<file path="src/lkeq_pkg.sv">
// Purpose: constants for the signal conditioner configuration block
// Assumes: 100 MHz system clock, I2C target on sampled pins
// Notes: register bank holds sixteen byte slots, five implemented
// Operation
// - Power-up or power enable rising selects weak 2K out, 200K in terminations.
// - Each channel polls for 50 ohm output load every 5ms until found.
// - Power enable low, pin or register, forces power-down with weak terminations.
// - Byte 2 bits 7:4 enable channels 3:0, start from latched power enable.
// - Four-bit boost code selects sixteen monotonic equalization steps.
// - Two-bit de-emphasis code selects 0, -0.5, -0.7, -1.0 dB.
// - Two-bit swing code, high and low bit, selects four output swings.
// - Target address is 1,1,A4,0,0,A1,A0 then read/write bit.
// - Byte 0 and bytes 7 to F reserved; byte 1 reads zero.
// - Bytes 3 and 4 hold per-channel boost codes from latched straps.
// - Byte 5 holds swing codes; high from strap, low starts at one.
// - Byte 6 holds per-channel de-emphasis codes from latched straps.
// - Only block reads and writes starting from the lowest byte.
// - A write's second byte is a dummy offset and is discarded.
// - Strap mode high uses pin straps for all channels, else registers.
package lkeq_pkg;
   localparam int LKEQ_CHANNELS = 4;
   localparam logic [3:0] LKEQ_REG_RSVD0 = 4'h0;
   localparam logic [3:0] LKEQ_REG_UNUSED = 4'h1;
   localparam logic [3:0] LKEQ_REG_ENABLES = 4'h2;
   localparam logic [3:0] LKEQ_REG_EQ10 = 4'h3;
   localparam logic [3:0] LKEQ_REG_EQ32 = 4'h4;
   localparam logic [3:0] LKEQ_REG_SWING = 4'h5;
   localparam logic [3:0] LKEQ_REG_DEEMPH = 4'h6;
   localparam int LKEQ_ENABLE_LSB = 4;
   localparam logic [3:0] LKEQ_ENABLE_LOW_RESET = 4'h0;
   localparam logic LKEQ_SWING_LOW_RESET = 1'b1;
   localparam logic [1:0] LKEQ_ADDR_TOP = 2'b11;
   localparam logic [1:0] LKEQ_ADDR_GAP = 2'b00;
   localparam logic LKEQ_RW_READ = 1'b1;
   localparam int LKEQ_CLK_MHZ = 100;
   localparam int LKEQ_POLL_MS = 5;
   localparam int LKEQ_POLL_CYCLES = LKEQ_POLL_MS * 1000 * LKEQ_CLK_MHZ;
   localparam logic [7:0] LKEQ_ZERO_BYTE = 8'h00;
endpackage
</file>
<file path="src/lkeq_config.sv">
// Purpose: I2C register bank and channel settings selection
// Assumes: SCL and SDA asynchronous pins, sampled at 100 MHz
// Notes: block transfers only, pointer restarts at zero each transfer
`timescale 1ns/1ps
module lkeq_config #(
   parameter int POLL_CYCLES = lkeq_pkg::LKEQ_POLL_CYCLES
) (
   input wire logic clk,
   input wire logic rst,
   input wire logic scl_in,
   input wire logic sda_in,
   output logic sda_out,
   output logic sda_oe,
   input wire logic addr_strap_upper,
   input wire logic addr_strap_mid,
   input wire logic addr_strap_low,
   input wire logic power_on_input,
   input wire logic strap_mode,
   input wire logic [3:0] eq_boost_strap,
   input wire logic swing_strap_high,
   input wire logic [1:0] emphasis_strap,
   input wire logic [3:0] load_seen,
   output logic [15:0] eq_boost_select,
   output logic [7:0] emphasis_cut_select,
   output logic [3:0] swing_select_high,
   output logic [3:0] swing_select_low,
   output logic [3:0] channel_active,
   output logic [3:0] out_term_strong,
   output logic [3:0] in_term_strong,
   output logic [3:0] load_check
);
   import lkeq_pkg::*;

   // ------------------------------------------------------------
   // Pin synchronisers
   // ------------------------------------------------------------
   logic [1:0] scl_sync, sda_sync, pen_sync, mode_sync;
   logic [1:0] a4_sync, a1_sync, a0_sync;
   logic [3:0] bst_s1, bst_s2;
   logic vodh_s1, vodh_s2;
   logic [1:0] de_s1, de_s2;
   logic scl_prev, sda_prev;
   // Comparator outputs change on their own time, so they are synchronised too
   logic [3:0] load_s1, load_s2;

   // Two flops each; first stage read only by the second
   always_ff @(posedge clk)
   begin
      scl_sync <= {scl_sync[0], scl_in};
      sda_sync <= {sda_sync[0], sda_in};
      pen_sync <= {pen_sync[0], power_on_input};
      mode_sync <= {mode_sync[0], strap_mode};
      a4_sync <= {a4_sync[0], addr_strap_upper};
      a1_sync <= {a1_sync[0], addr_strap_mid};
      a0_sync <= {a0_sync[0], addr_strap_low};
      bst_s1 <= eq_boost_strap;
      bst_s2 <= bst_s1;
      vodh_s1 <= swing_strap_high;
      vodh_s2 <= vodh_s1;
      de_s1 <= emphasis_strap;
      de_s2 <= de_s1;
      load_s1 <= load_seen;
      load_s2 <= load_s1;
      scl_prev <= scl_sync[1];
      sda_prev <= sda_sync[1];
   end

   logic scl_s, sda_s, scl_rise, scl_fall, start_cond, stop_cond;
   assign scl_s = scl_sync[1];
   assign sda_s = sda_sync[1];
   assign scl_rise = scl_s && !scl_prev;
   assign scl_fall = !scl_s && scl_prev;
   assign start_cond = scl_s && scl_prev && sda_prev && !sda_s;
   assign stop_cond = scl_s && scl_prev && !sda_prev && sda_s;

   // ------------------------------------------------------------
   // Strap latch after reset release
   // ------------------------------------------------------------
   // Straps settle through synchronisers before the bank loads them
   logic [1:0] boot_cnt_reg;
   logic boot_load;
   always_ff @(posedge clk)
   begin
      if (rst)
         boot_cnt_reg <= 2'h0;
      else if (boot_cnt_reg != 2'h3)
         boot_cnt_reg <= boot_cnt_reg + 2'h1;
   end
   assign boot_load = (boot_cnt_reg == 2'h2);

   // ------------------------------------------------------------
   // Target engine
   // ------------------------------------------------------------
   typedef enum {LKEQ_IDLE, LKEQ_ADDR, LKEQ_ACK, LKEQ_WDATA, LKEQ_RDATA, LKEQ_RACK}
      lkeq_state_t;
   lkeq_state_t state_reg;
   logic [2:0] bit_cnt_reg;
   logic [7:0] shift_reg;
   logic read_reg;
   logic addr_ok;
   logic [3:0] ptr_reg;
   logic first_wr_reg;
   logic wr_strobe;
   logic [7:0] rd_byte;
   logic [6:0] my_addr;
   logic wr_pending_reg;

   // Address bits from straps
   assign my_addr = {LKEQ_ADDR_TOP, a4_sync[1], LKEQ_ADDR_GAP, a1_sync[1], a0_sync[1]};
   // Address sits above the direction bit once eight bits are in
   assign addr_ok = (shift_reg[7:1] == my_addr);

   // Byte collection, acknowledge and transfer direction
   always_ff @(posedge clk)
   begin
      if (rst || stop_cond)
      begin
         state_reg <= LKEQ_IDLE;
         bit_cnt_reg <= 3'h0;
         shift_reg <= LKEQ_ZERO_BYTE;
         read_reg <= 1'b0;
      end
      else if (start_cond)
      begin
         state_reg <= LKEQ_ADDR;
         bit_cnt_reg <= 3'h0;
      end
      else
      begin
         case (state_reg)
            LKEQ_ADDR, LKEQ_WDATA:
               if (scl_rise)
               begin
                  shift_reg <= {shift_reg[6:0], sda_s};
                  bit_cnt_reg <= bit_cnt_reg + 3'h1;
               end
               else if (scl_fall && bit_cnt_reg == 3'h0 && shift_reg != LKEQ_ZERO_BYTE
                        && state_reg == LKEQ_ADDR)
               begin
                  if (addr_ok)
                  begin
                     read_reg <= (shift_reg[0] == LKEQ_RW_READ);
                     state_reg <= LKEQ_ACK;
                  end
                  else
                     state_reg <= LKEQ_IDLE;
               end
               else if (scl_fall && bit_cnt_reg == 3'h0 && state_reg == LKEQ_WDATA
                        && wr_pending_reg)
                  state_reg <= LKEQ_ACK;
            LKEQ_ACK:
               if (scl_fall)
               begin
                  bit_cnt_reg <= 3'h0;
                  shift_reg <= LKEQ_ZERO_BYTE;
                  state_reg <= read_reg ? LKEQ_RDATA : LKEQ_WDATA;
               end
            LKEQ_RDATA:
               if (scl_fall)
               begin
                  bit_cnt_reg <= bit_cnt_reg + 3'h1;
                  if (bit_cnt_reg == 3'h7)
                     state_reg <= LKEQ_RACK;
               end
            LKEQ_RACK:
               if (scl_rise)
                  state_reg <= sda_s ? LKEQ_IDLE : LKEQ_RACK; // Host nack ends read
               else if (scl_fall)
                  state_reg <= LKEQ_RDATA;
            default:
               state_reg <= LKEQ_IDLE;
         endcase
      end
   end

   // Marks a full data byte received; cleared once acknowledged
   always_ff @(posedge clk)
   begin
      if (rst || start_cond || stop_cond)
         wr_pending_reg <= 1'b0;
      else if (state_reg == LKEQ_WDATA && scl_rise && bit_cnt_reg == 3'h7)
         wr_pending_reg <= 1'b1;
      else if (state_reg == LKEQ_ACK)
         wr_pending_reg <= 1'b0;
   end
   assign wr_strobe = (state_reg == LKEQ_WDATA) && scl_fall && wr_pending_reg;

   // Byte pointer; each transfer starts at the lowest byte
   always_ff @(posedge clk)
   begin
      if (rst || start_cond)
      begin
         ptr_reg <= LKEQ_REG_RSVD0;
         first_wr_reg <= 1'b1;
      end
      else if (wr_strobe)
      begin
         first_wr_reg <= 1'b0;
         // Offset byte is a dummy and never moves the pointer
         if (!first_wr_reg)
            ptr_reg <= ptr_reg + 4'h1;
      end
      else if (state_reg == LKEQ_RACK && scl_fall)
         ptr_reg <= ptr_reg + 4'h1;
   end

   // ------------------------------------------------------------
   // Register bank
   // ------------------------------------------------------------
   logic [3:0] enables_reg;
   logic [7:0] eq10_reg, eq32_reg, swing_reg, deemph_reg;
   logic reg_we;
   assign reg_we = wr_strobe && !first_wr_reg;

   // Loads from latched straps; only bytes 2 to 6 take writes
   always_ff @(posedge clk)
   begin
      if (rst)
      begin
         enables_reg <= LKEQ_ENABLE_LOW_RESET;
         eq10_reg <= LKEQ_ZERO_BYTE;
         eq32_reg <= LKEQ_ZERO_BYTE;
         swing_reg <= LKEQ_ZERO_BYTE;
         deemph_reg <= LKEQ_ZERO_BYTE;
      end
      else if (boot_load)
      begin
         enables_reg <= {4{pen_sync[1]}};
         eq10_reg <= {bst_s2, bst_s2};
         eq32_reg <= {bst_s2, bst_s2};
         swing_reg <= {4{vodh_s2, LKEQ_SWING_LOW_RESET}};
         deemph_reg <= {4{de_s2}};
      end
      else if (reg_we)
      begin
         case (ptr_reg)
            LKEQ_REG_ENABLES: enables_reg <= shift_reg[7:LKEQ_ENABLE_LSB];
            LKEQ_REG_EQ10: eq10_reg <= shift_reg;
            LKEQ_REG_EQ32: eq32_reg <= shift_reg;
            LKEQ_REG_SWING: swing_reg <= shift_reg;
            LKEQ_REG_DEEMPH: deemph_reg <= shift_reg;
            default: enables_reg <= enables_reg; // Reserved or read-only
         endcase
      end
   end

   // Read data; reserved and unused bytes read zero
   always_comb
   begin
      case (ptr_reg)
         LKEQ_REG_ENABLES: rd_byte = {enables_reg, LKEQ_ENABLE_LOW_RESET};
         LKEQ_REG_EQ10: rd_byte = eq10_reg;
         LKEQ_REG_EQ32: rd_byte = eq32_reg;
         LKEQ_REG_SWING: rd_byte = swing_reg;
         LKEQ_REG_DEEMPH: rd_byte = deemph_reg;
         default: rd_byte = LKEQ_ZERO_BYTE;
      endcase
   end

   // SDA drive: ack low, or read bits MSB first
   always_ff @(posedge clk)
   begin
      if (rst)
         sda_oe <= 1'b0;
      else if (state_reg == LKEQ_ACK)
         sda_oe <= 1'b1;
      else if (state_reg == LKEQ_RDATA)
         sda_oe <= !rd_byte[3'h7 - bit_cnt_reg];
      else
         sda_oe <= 1'b0;
   end
   assign sda_out = 1'b0;

   // ------------------------------------------------------------
   // Channel settings selection
   // ------------------------------------------------------------
   logic power_on;
   logic pen_prev;
   logic restart;
   assign power_on = pen_sync[1];

   // Rising power enable restarts detection with weak terminations
   always_ff @(posedge clk)
   begin
      if (rst)
         pen_prev <= 1'b0;
      else
         pen_prev <= power_on;
   end
   assign restart = power_on && !pen_prev;

   // Settings registered so data outputs come from flops
   always_ff @(posedge clk)
   begin
      if (rst)
      begin
         eq_boost_select <= 16'h0000;
         emphasis_cut_select <= 8'h00;
         swing_select_high <= 4'h0;
         swing_select_low <= 4'h0;
         channel_active <= 4'h0;
      end
      else if (mode_sync[1])
      begin
         eq_boost_select <= {4{bst_s2}};
         emphasis_cut_select <= {4{de_s2}};
         swing_select_high <= {4{vodh_s2}};
         swing_select_low <= {4{LKEQ_SWING_LOW_RESET}};
         channel_active <= {4{power_on}};
      end
      else
      begin
         eq_boost_select <= {eq32_reg, eq10_reg};
         emphasis_cut_select <= deemph_reg;
         swing_select_high <= {swing_reg[7], swing_reg[5], swing_reg[3], swing_reg[1]};
         swing_select_low <= {swing_reg[6], swing_reg[4], swing_reg[2], swing_reg[0]};
         channel_active <= enables_reg & {4{power_on}};
      end
   end

   // ------------------------------------------------------------
   // Load polling per channel
   // ------------------------------------------------------------
   genvar ch;
   generate
      for (ch = 0; ch < LKEQ_CHANNELS; ch++)
      begin : g_poll
         lkeq_load_poll #(.POLL_CYCLES(POLL_CYCLES)) u_poll (
            .clk(clk),
            .rst(rst),
            .restart(restart),
            .active(channel_active[ch]),
            .load_seen(load_s2[ch]),
            .strong_term(out_term_strong[ch]),
            .check_pulse(load_check[ch])
         );
      end
   endgenerate

   // Input termination strong only when the output load is found
   assign in_term_strong = out_term_strong;
endmodule

</file>
<file path="src/lkeq_load_poll.sv">
// Purpose: per-channel output load detect polling
// Assumes: load_seen comes from analog comparator, already synchronised
// Notes: one instance per channel; restart clears the found state
`timescale 1ns/1ps
module lkeq_load_poll #(
   parameter int POLL_CYCLES = lkeq_pkg::LKEQ_POLL_CYCLES
) (
   input wire logic clk,
   input wire logic rst,
   input wire logic restart,
   input wire logic active,
   input wire logic load_seen,
   output logic strong_term,
   output logic check_pulse
);
   import lkeq_pkg::*;
   logic [31:0] count_reg;
   logic found_reg;

   // ------------------------------------------------------------
   // Detection window timer
   // ------------------------------------------------------------
   // Window restarts on power-up or power enable; sampled at window end
   always_ff @(posedge clk)
   begin
      if (rst || restart || !active)
      begin
         count_reg <= 32'h00000000;
         check_pulse <= 1'b0;
      end
      else if (!found_reg && count_reg == 32'(POLL_CYCLES - 1))
      begin
         count_reg <= 32'h00000000; // Repeat every window
         check_pulse <= 1'b1;
      end
      else
      begin
         count_reg <= found_reg ? count_reg : count_reg + 32'h00000001;
         check_pulse <= 1'b0;
      end
   end

   // ------------------------------------------------------------
   // Found state
   // ------------------------------------------------------------
   // Weak termination until a load is seen at a window end
   always_ff @(posedge clk)
   begin
      if (rst || restart || !active)
         found_reg <= 1'b0;
      else if (!found_reg && count_reg == 32'(POLL_CYCLES - 1) && load_seen)
         found_reg <= 1'b1;
   end

   assign strong_term = found_reg;
endmodule

</file>
<file path="config.mk">
export PLATFORM = sky130hd
export DESIGN_NAME = lkeq_config
export DESIGN_NICKNAME = d
export VERILOG_FILES = /design/src/lkeq_pkg.sv /design/src/lkeq_config.sv /design/src/lkeq_load_poll.sv
export SDC_FILE = /design/constraint.sdc
export NUM_CORES = 1
export LEC_CHECK = 0
export ABC_AREA = 1
export BUFFER_PORTS_ARGS = -buffer_cell sky130_fd_sc_hd__buf_2
export CAP_MARGIN = 20
export CORE_MARGIN = 2
export CORE_UTILIZATION = 45
export CTS_CLUSTER_SIZE = 12
export DETAILED_ROUTE_END_ITERATION = 8
export HOLD_SLACK_MARGIN = 0.06
export SLEW_MARGIN = 5
export SYNTH_ARGS = -nofsm -noshare
export SYNTH_HDL_FRONTEND = slang
export SYNTH_SLANG_ARGS = --single-unit
</file>
<file path="constraint.sdc">
create_clock -name clk -period 1.95 [get_ports clk]
set_input_delay 0.195 -clock clk [delete_from_list [all_inputs] [get_ports clk]]
set_output_delay 0.195 -clock clk [all_outputs]
set_load 0.05 [all_outputs]
</file>
==> metrics.md, run 1 <==
| Metric | Value |
|---|---|
| Status | `completed` |
| CTS root buffer | `clkbuf_16` |
| Place WS | `about 0.15 ns` |
| Clock sinks | `approximately 270` |
| Total CTS buffers | `30` |
| Async SR Flop Fraction | `0%` |
| Hpwl dp | `24000 um` |
| CTS tree | `built` |
| R2R cell count | `10` |
| Post-synth EDFFs | `0` |
| Initial DRC count | `roughly 900` |
| Max reg flops | `128` |
| Vias in the first global route | `approximately 11000` |
| Simple-gate share of the synthesized area | `36.5%` |
| Worst Hold Class | `in2reg` |
| Distinct cell type count after synthesis | `a little over 50` |
| Die height | `between 150 and 200 um` |
| Final worst slack | `approximately 0.15 ns` |
| Worst Path Arrival | `around 2.2 ns` |
| Synth Area in Compound Gates | `7.97%` |
| Endpoints failing setup | `0` |
| Highest Clock Rate | `~550 MHz` |
| Slew HR | `62.1%` |
| Number of diodes | `0` |
| Reg2reg start | `scl_sync[1]` |
| Critical path class | `reg2reg` |
| Crit end category | `flop` |
| Number of routed nets with antenna violations | `0` |
| GRT overflow | `0` |
| Power Density | `~850 nW/um2` |
| Min-Delay Endpoint | `a4_sync[0]` |
| Slew @ Worst Pin | `0.568 ns` |
| Routed length on met1 | `roughly 15000 um` |
| Final-report hold violation count | `0` |
| DIE WIDTH | `roughly 180 um` |
| Reg2Reg Setup Slack | `between 0.1 and 0.15 ns` |
| Adder-cell share of the synthesized area | `1.61%` |
| Routability cong. | `0.936` |
| P_leak | `~5.7 nW` |
| Commonest cells in the synthesized netlist | `nand2_1, nor2_1, dfxtp_1, inv_1, a21oi_1` |
| Layout cells sized above 1 | `12.5%` |
| Layout area overhead | `15.1%` |
| Drt wl/cell | `around 14 um` |
| DR vias | `11889` |
| Post-route minimum period | `1.80 ns` |
| Maximum vdd drop | `0.000899 V` |
| Hold_sp | `addr_strap_upper` |
| Netlist Area Pre-Place | `~13000 um2` |
| DR top layer | `met4` |
| Worst reg2reg path endpoint | `deemph_reg[6]` |
| GRT Util Overall | `slightly above 20%` |
| Met3 Wirelength | `around 1500 um` |
| Area contributors post-synth | `dfxtp_1, nand2_1, nor2_1, inv_1, a21oi_1` |
| YS warnings | `0` |
| CP startpoint kind | `flop` |
| Final Slew Violations | `0` |
| Met2 WL post-DR | `~14000 um` |
| Syn Area/Cell | `approximately 7.1 um2` |
| DIE AREA | `around 31000 um2` |
| Core area | `28800 um2` |
| Hold path depth | `2` |
| IO Pins | `70` |
| Required time worst endpoint | `between 2 and 2.5 ns` |
| Initial Util | `45.9%` |
| Drt via density | `roughly 5.0` |
| DRC viols | `0` |
| Xor and xnor fraction of the mapped netlist area | `~4.6%` |
| Port buffer count | `just under 70` |
| Clk Latency, worst-skew pair | `about 0.55 ns` |
| Synthesized instance count | `~1900` |
| Initial antenna violation count | `0` |
| Area after DPL | `approximately 14000 um2` |
| Syn Nets | `1897` |
| Fillers | `between 2000 and 3000` |
| Max cap viols | `0` |
| Cell with the most instances after synthesis | `nand2_1` |
| Total wire length | `32100 um` |
| Final worst path period share | `~92%` |
| Worst path slowest cell | `dfxtp_1` |
| Largest family of logic cells by synthesized area | `simple AND/OR/NAND/NOR gates` |
| Reg clk slew, reported paths | `around 0.06 ns` |
| Post-synthesis mux area share | `0%` |
| First-pass GRT wire length | `about 53000 um` |
| Iteration count of the initial detailed-routing pass | `5` |
| Crit Path Max Fanout | `6` |
| Yosys top cell area share | `41.1%` |
| H-tree levels | `1` |
| Maximum root-to-sink buffer count | `3` |
| Layout Nets | `approximately 2000` |
| Sequential-to-total area share from yosys stat | `between 40% and 50%` |
| Final cell count without fillers | `about 2400` |
| Max incr delay on CP | `approximately 0.37 ns` |
| Setup Skew | `between 0.01 and 0.015 ns` |
| Largest net degree at the start of global routing | `53` |
| Cell taking the most area after synthesis | `dfxtp_1` |
| Row cnt | `62` |
| Ys flop type | `dfxtp_1` |
| CP cell instances | `inv_1 > ha_1 > nand2_4 > nor2_8 > nand2_8 > nor2_4 > nor2_2 > clkinv_4 > o21ai_1 > a31oi_1` |
| Design area | `between 15000 and 20000 um2` |
| Yosys reg bits | `271` |
| Dpl cells | `2290` |
==> worst max-delay path by stage <==
stage                                     end  slack [ns]                           from
5_1_grt        g_poll[1].u_poll.count_reg[20]      -0.003  g_poll[1].u_poll.count_reg[1]
2_1_floorplan                   deemph_reg[3]        0.38                     ptr_reg[0]
3_3_place_gp                     state_reg[0]        0.12                 bit_cnt_reg[0]
6_report                        deemph_reg[6]        0.15                    scl_sync[1]
4_1_cts                    out_term_strong[1]        0.12   g_poll[1].u_poll.strong_term
3_5_place_dp                    deemph_reg[6]        0.15                    scl_sync[1]
==> critical path: cells and delay by family (launching register included) <==
kind / cells / cell delay, ns
DFF: 1 / 0.37
and+or+nand+nor: 5 / 0.65
AOI/OAI and AO/OA: 2 / 0.21
adders and majority gates: 1 / 0.29
buffers and inverters: 2 / 0.18
==> metrics by stage <==
step           total power [mW]  setup TNS [ns]  util [%]  hold slack [ns]
3_3_place_gp               7.50               0      48.6            0.298
2_1_floorplan              7.13               0         -            0.223
4_1_cts                    13.1               0      52.7            0.242
5_1_grt                    13.6        -0.00275      52.8            0.251
6_report                   12.9               0      52.8            0.275
3_5_place_dp               7.51               0      48.6            0.299
==> logic make-up after synthesis <==
family / Yosys count
other: 1
xor gates and xnor gates: 69
DFF: 271
buffers and inverters: 257
AOI/OAI and AO/OA: 193
adders and majority gates: 17
and+or+nand+nor: 1052
==> final cells by class <==
cell class	count	area [um2]	share of cell area, %
Clock buffer	45	897	5.91
Tap cell	384	480	3.16
Inverter	202	763	5.03
Multi-Input combinational cell	1332	6700	44.1
Timing Repair Buffer	122	831	5.47
Sequential cell	271	5430	35.7
Clock inverter	8	85.1	0.560
==> routing by layer <==
layer / up-vias / global-route usage [%]
li1: 6173 / -
met1: 5398 / 28.0
met2: 253 / 34.3
met3: 65 / 3.00
met4: 0 / 6.67
met5: - / 0
==> timing repair <==
item	in CTS	in global routing
buffers inserted	0	2
hold buffers	19	0
resized for setup	0	7
hold endpoints to repair	19	0
setup endpoints to repair	0	9
==> placed cells by master, fill, tap and decap left out, drive strengths merged <==
| cell | instances |
|---|---|
| nand2 | 475 |
| nor2 | 308 |
| dfxtp | 271 |
| inv | 200 |
| a21oi | 108 |
| buf | 103 |
| nand3 | 97 |
| nor3 | 68 |
| nand4 | 58 |
| xor2 | 55 |
| o21ai | 53 |
| clkbuf | 45 |
| a31oi | 21 |
| dlygate4sd3 | 19 |
| ha | 17 |
| nor4 | 14 |
| xnor2 | 14 |
| nor3b | 11 |
| nand3b | 7 |
| and3 | 7 |
| clkinv | 7 |
| or2 | 6 |
| o21bai | 3 |
| o211a | 2 |
| a22oi | 2 |
| clkinvlp | 2 |
| o211ai | 1 |
| a41oi | 1 |
| or4 | 1 |
| a211oi | 1 |
| a21o | 1 |
| conb | 1 |
| bufinv | 1 |
==> power by group <==
part | switching [mW] | internal [mW] | total, mW
logic | 0.977 | 0.460 | 1.44
registers | 0.196 | 5.80 | 5.99
clock network | 2.23 | 3.29 | 5.52
total | 3.40 | 9.54 | 12.9
No activity file was read; power rests on OpenSTA's default activity.
==> run 2, diff against run 1 <==
Settings changed: ABC_AREA 1 to default.
==> metrics.md, run 2 <==
| Metric | Value |
|---|---|
| Yosys top cell area share | `48.1% (+7.0 points)` |
| DIE WIDTH | `162 um (-7.4%)` |
| Total CTS buffers | `30 (unchanged)` |
| Hold path depth | `3 (+1)` |
| Syn Area/Cell | `8.91 um2 (+26%)` |
| Vias in the first global route | `8973 (-20%)` |
| Failing checks | `negative setup slack` |
| Initial antenna violation count | `0 (unchanged)` |
| Initial DRC count | `552 (-38%)` |
| Ys flop type | `dfxtp_1` |
| Clock sinks | `271 (unchanged)` |
| Cell with the most instances after synthesis | `dfxtp_1` |
| Iteration count of the initial detailed-routing pass | `5 (unchanged)` |
| Total wire length | `27500 um (-14%)` |
| Syn Nets | `1303 (-31%)` |
| Layout area overhead | `32.4%` |
| Final TNS setup | `-0.167 ns (-0.167 ns)` |
| Reg2Reg Setup Slack | `-0.04 ns (-0.19 ns)` |
| DR vias | `9394 (-21%)` |
| GRT Util Overall | `20.3% (-0.52 points)` |
| Highest Clock Rate | `503 MHz (-9.4%)` |
| Final worst path period share | `102% (+9.6 points)` |
| Worst Path Arrival | `2.47 ns (+0.23 ns)` |
| Final Slew Violations | `0 (unchanged)` |
| Layout Nets | `1511 (-24%)` |
| Initial Util | `46.1% (+0.27 points)` |
| Commonest cells in the synthesized netlist | `dfxtp_1, nor2_1, a21oi_1, nand2_1, xnor2_1` |
| CP startpoint kind | `flop` |
| Max reg flops | `128 (unchanged)` |
| First-pass GRT wire length | `44400 um (-17%)` |
| CTS root buffer | `clkbuf_16` |
| Cell taking the most area after synthesis | `dfxtp_1` |
| P_leak | `5.67 nW (-1.0%)` |
| Status | `finished, violations left` |
| Routed length on met1 | `13200 um (-14%)` |
| Clk Latency, worst-skew pair | `0.54 ns (about the same)` |
| Drt via density | `5.16 (+2.5%)` |
| Critical path class | `reg2reg` |
| Largest net degree at the start of global routing | `44 (-17%)` |
| Hold Worst Slack | `0.189 ns (-0.0857 ns)` |
| Crit Path Max Fanout | `5 (-1)` |
| Core area | `24500 um2 (-15%)` |
| Area contributors post-synth | `dfxtp_1, nor2_1, xnor2_1, xor2_1, a21oi_1` |
| Number of routed nets with antenna violations | `0 (unchanged)` |
| Crit end category | `flop` |
| Drt wl/cell | `15.1 um (+11%)` |
| Reg clk slew, reported paths | `0.06 ns (about the same)` |
| Routability cong. | `0.931 (-0.59%)` |
| DR top layer | `met4` |
| Met2 WL post-DR | `12600 um (-12%)` |
| Post-route minimum period | `1.99 ns (+0.186 ns)` |
| RSZ-0062 raised after global routing | `true` |
| Reg2reg start | `g_poll[0].u_poll.count_reg[6]` |
| Final-report hold violation count | `0 (unchanged)` |
| Number of diodes | `0 (unchanged)` |
| Sequential-to-total area share from yosys stat | `48.1% (+7.0 points)` |
| Most common cell after layout, fill and taps aside | `dfxtp_1` |
| CTS tree | `built` |
| GRT overflow | `0 (unchanged)` |
| Post-synth EDFFs | `0 (unchanged)` |
| H-tree levels | `1 (unchanged)` |
| DRC viols | `0 (unchanged)` |
| Distinct cell type count after synthesis | `61 (+20%)` |
| Async SR Flop Fraction | `0% (unchanged)` |
| IO Pins | `70 (unchanged)` |
| Net switching power | `2.99 mW (-12%)` |
| Commonest non-fill, non-tap cells in the layout | `dfxtp_1, nor2_1, buf_4` |
| Yosys reg bits | `271 (unchanged)` |
| Sw frac | `23.6% (-2.7 points)` |
| Sequential share of power | `46.8% (+0.5 points)` |
| Layout cells sized above 1 | `27.7% (+15 points)` |
| Setup Skew | `0.00784 ns (-0.00451 ns)` |
| Worst reg2reg path endpoint | `g_poll[0].u_poll.count_reg[21]` |
| Comb power frac | `7.4% (-3.7 points)` |
| Die height | `162 um (-7.4%)` |
| Worst Hold Class | `in2reg` |
| Required time worst endpoint | `2.43 ns (+0.05 ns)` |
| Port buffer count | `68 (unchanged)` |
| YS warnings | `0 (unchanged)` |
| Endpoints failing setup | `20 (+20)` |
| DIE AREA | `26400 um2 (-14%)` |
| Internal power | `9.69 mW (+1.5%)` |
| Maximum vdd drop | `0.000723 V (-20%)` |
| Row cnt | `57 (-8.1%)` |
| R2R cell count | `6 (-4)` |
| Final worst slack | `-0.0396 ns (-0.186 ns)` |
| Min-Delay Endpoint | `swing_reg[4]` |
| Power Density | `849 nW/um2 (-0.44%)` |
| Max cap viols | `0 (unchanged)` |
| Maximum root-to-sink buffer count | `3 (unchanged)` |
| Hold_sp | `rst` |
| Met3 Wirelength | `1070 um (-27%)` |
| Design area | `14900 um2 (-1.6%)` |
| Hpwl dp | `18100 um (-25%)` |
| Area after DPL | `12900 um2 (-7.6%)` |
| Synthesized instance count | `1266 (-32%)` |
| Netlist Area Pre-Place | `11300 um2 (-15%)` |
| Clock share of power | `45.8% (+3.2 points)` |
-- run 2: worst max path at each step --
stage | start | to | cells after the start
after floorplan | g_poll[1].u_poll.strong_term | g_poll[1].u_poll.count_reg[30] | 8
after global placement | g_poll[1].u_poll.count_reg[1] | g_poll[1].u_poll.count_reg[30] | 7
after detailed placement | g_poll[1].u_poll.count_reg[1] | g_poll[1].u_poll.count_reg[30] | 7
after CTS | g_poll[1].u_poll.count_reg[0] | g_poll[1].u_poll.count_reg[16] | 8
after global routing | scl_sync[1] | deemph_reg[0] | 9
final | g_poll[0].u_poll.count_reg[6] | g_poll[0].u_poll.count_reg[21] | 6
-- run 2: timing repair --
item	in CTS	in global routing
hold buffers	18	0
resized for setup	60	97
hold endpoints to repair	18	0
setup buffers	7	7
gates cloned	3	3
endpoints found under the setup margin	85	122
pin swaps	32	64
-- run 2: layout make-up --
type	count	area (um2)
multi-input combinational	890	6020
clock inverter	6	83.8
inverter	34	128
fill	2113	9520
clock buffer	50	957
timing repair buffer	247	1890
sequential	271	5460
tap	324	405
-- run 2: metrics by stage --
stage	power [mW]	cells	util [%]	worst slack [ns]
after floorplan	6.60	1266	-	-0.189
after global placement	6.86	1729	52.8	-0.162
after detailed placement	6.87	1729	52.8	-0.214
after CTS	12.8	1813	59.3	-0.0765
after global routing	13.2	1822	61.1	-0.154
final	12.7	1822	61.1	-0.0396
-- run 2: layer usage --
layer / vias to the layer above / track usage, %
met2: 202 / 33.2
met3: 44 / 2.62
li1: 4742 / -
met5: - / 0
met4: 0 / 4.59
met1: 4406 / 28.6
-- run 2: logic make-up (layout without fill, tap and decap cells) --
logic type	count (synthesis)	count (layout)	synth area share, %
AO/OA/AOI/OAI	158	159	8.40
XOR/XNOR	119	119	9.24
adder cells (fa/ha/maj)	17	17	1.89
buffers and inverters	106	337	4.29
flip-flops	271	271	48.1
multiplexers	38	38	3.38
other	1	1	0.0332
AND/OR/NAND/NOR	556	556	24.7
-- run 2: critical path: stages (launching register included) --
cell	delay, ns
dfxtp_2	0.33
nand4_1	0.15
or4_4	0.45
or3_4	0.37
buf_8	0.16
or3_4	0.36
a21oi_2	0.11
-- run 2: power groups by stage --
stage | Clock (mW) | Sequential (mW) | Combinational (mW)
after floorplan | 0 | 6.14 | 0.456
after global routing | 6.22 | 5.96 | 1.02
after global placement | 0 | 6.05 | 0.807
final | 5.81 | 5.94 | 0.935
after detailed placement | 0 | 6.05 | 0.818
after CTS | 5.94 | 5.93 | 0.926
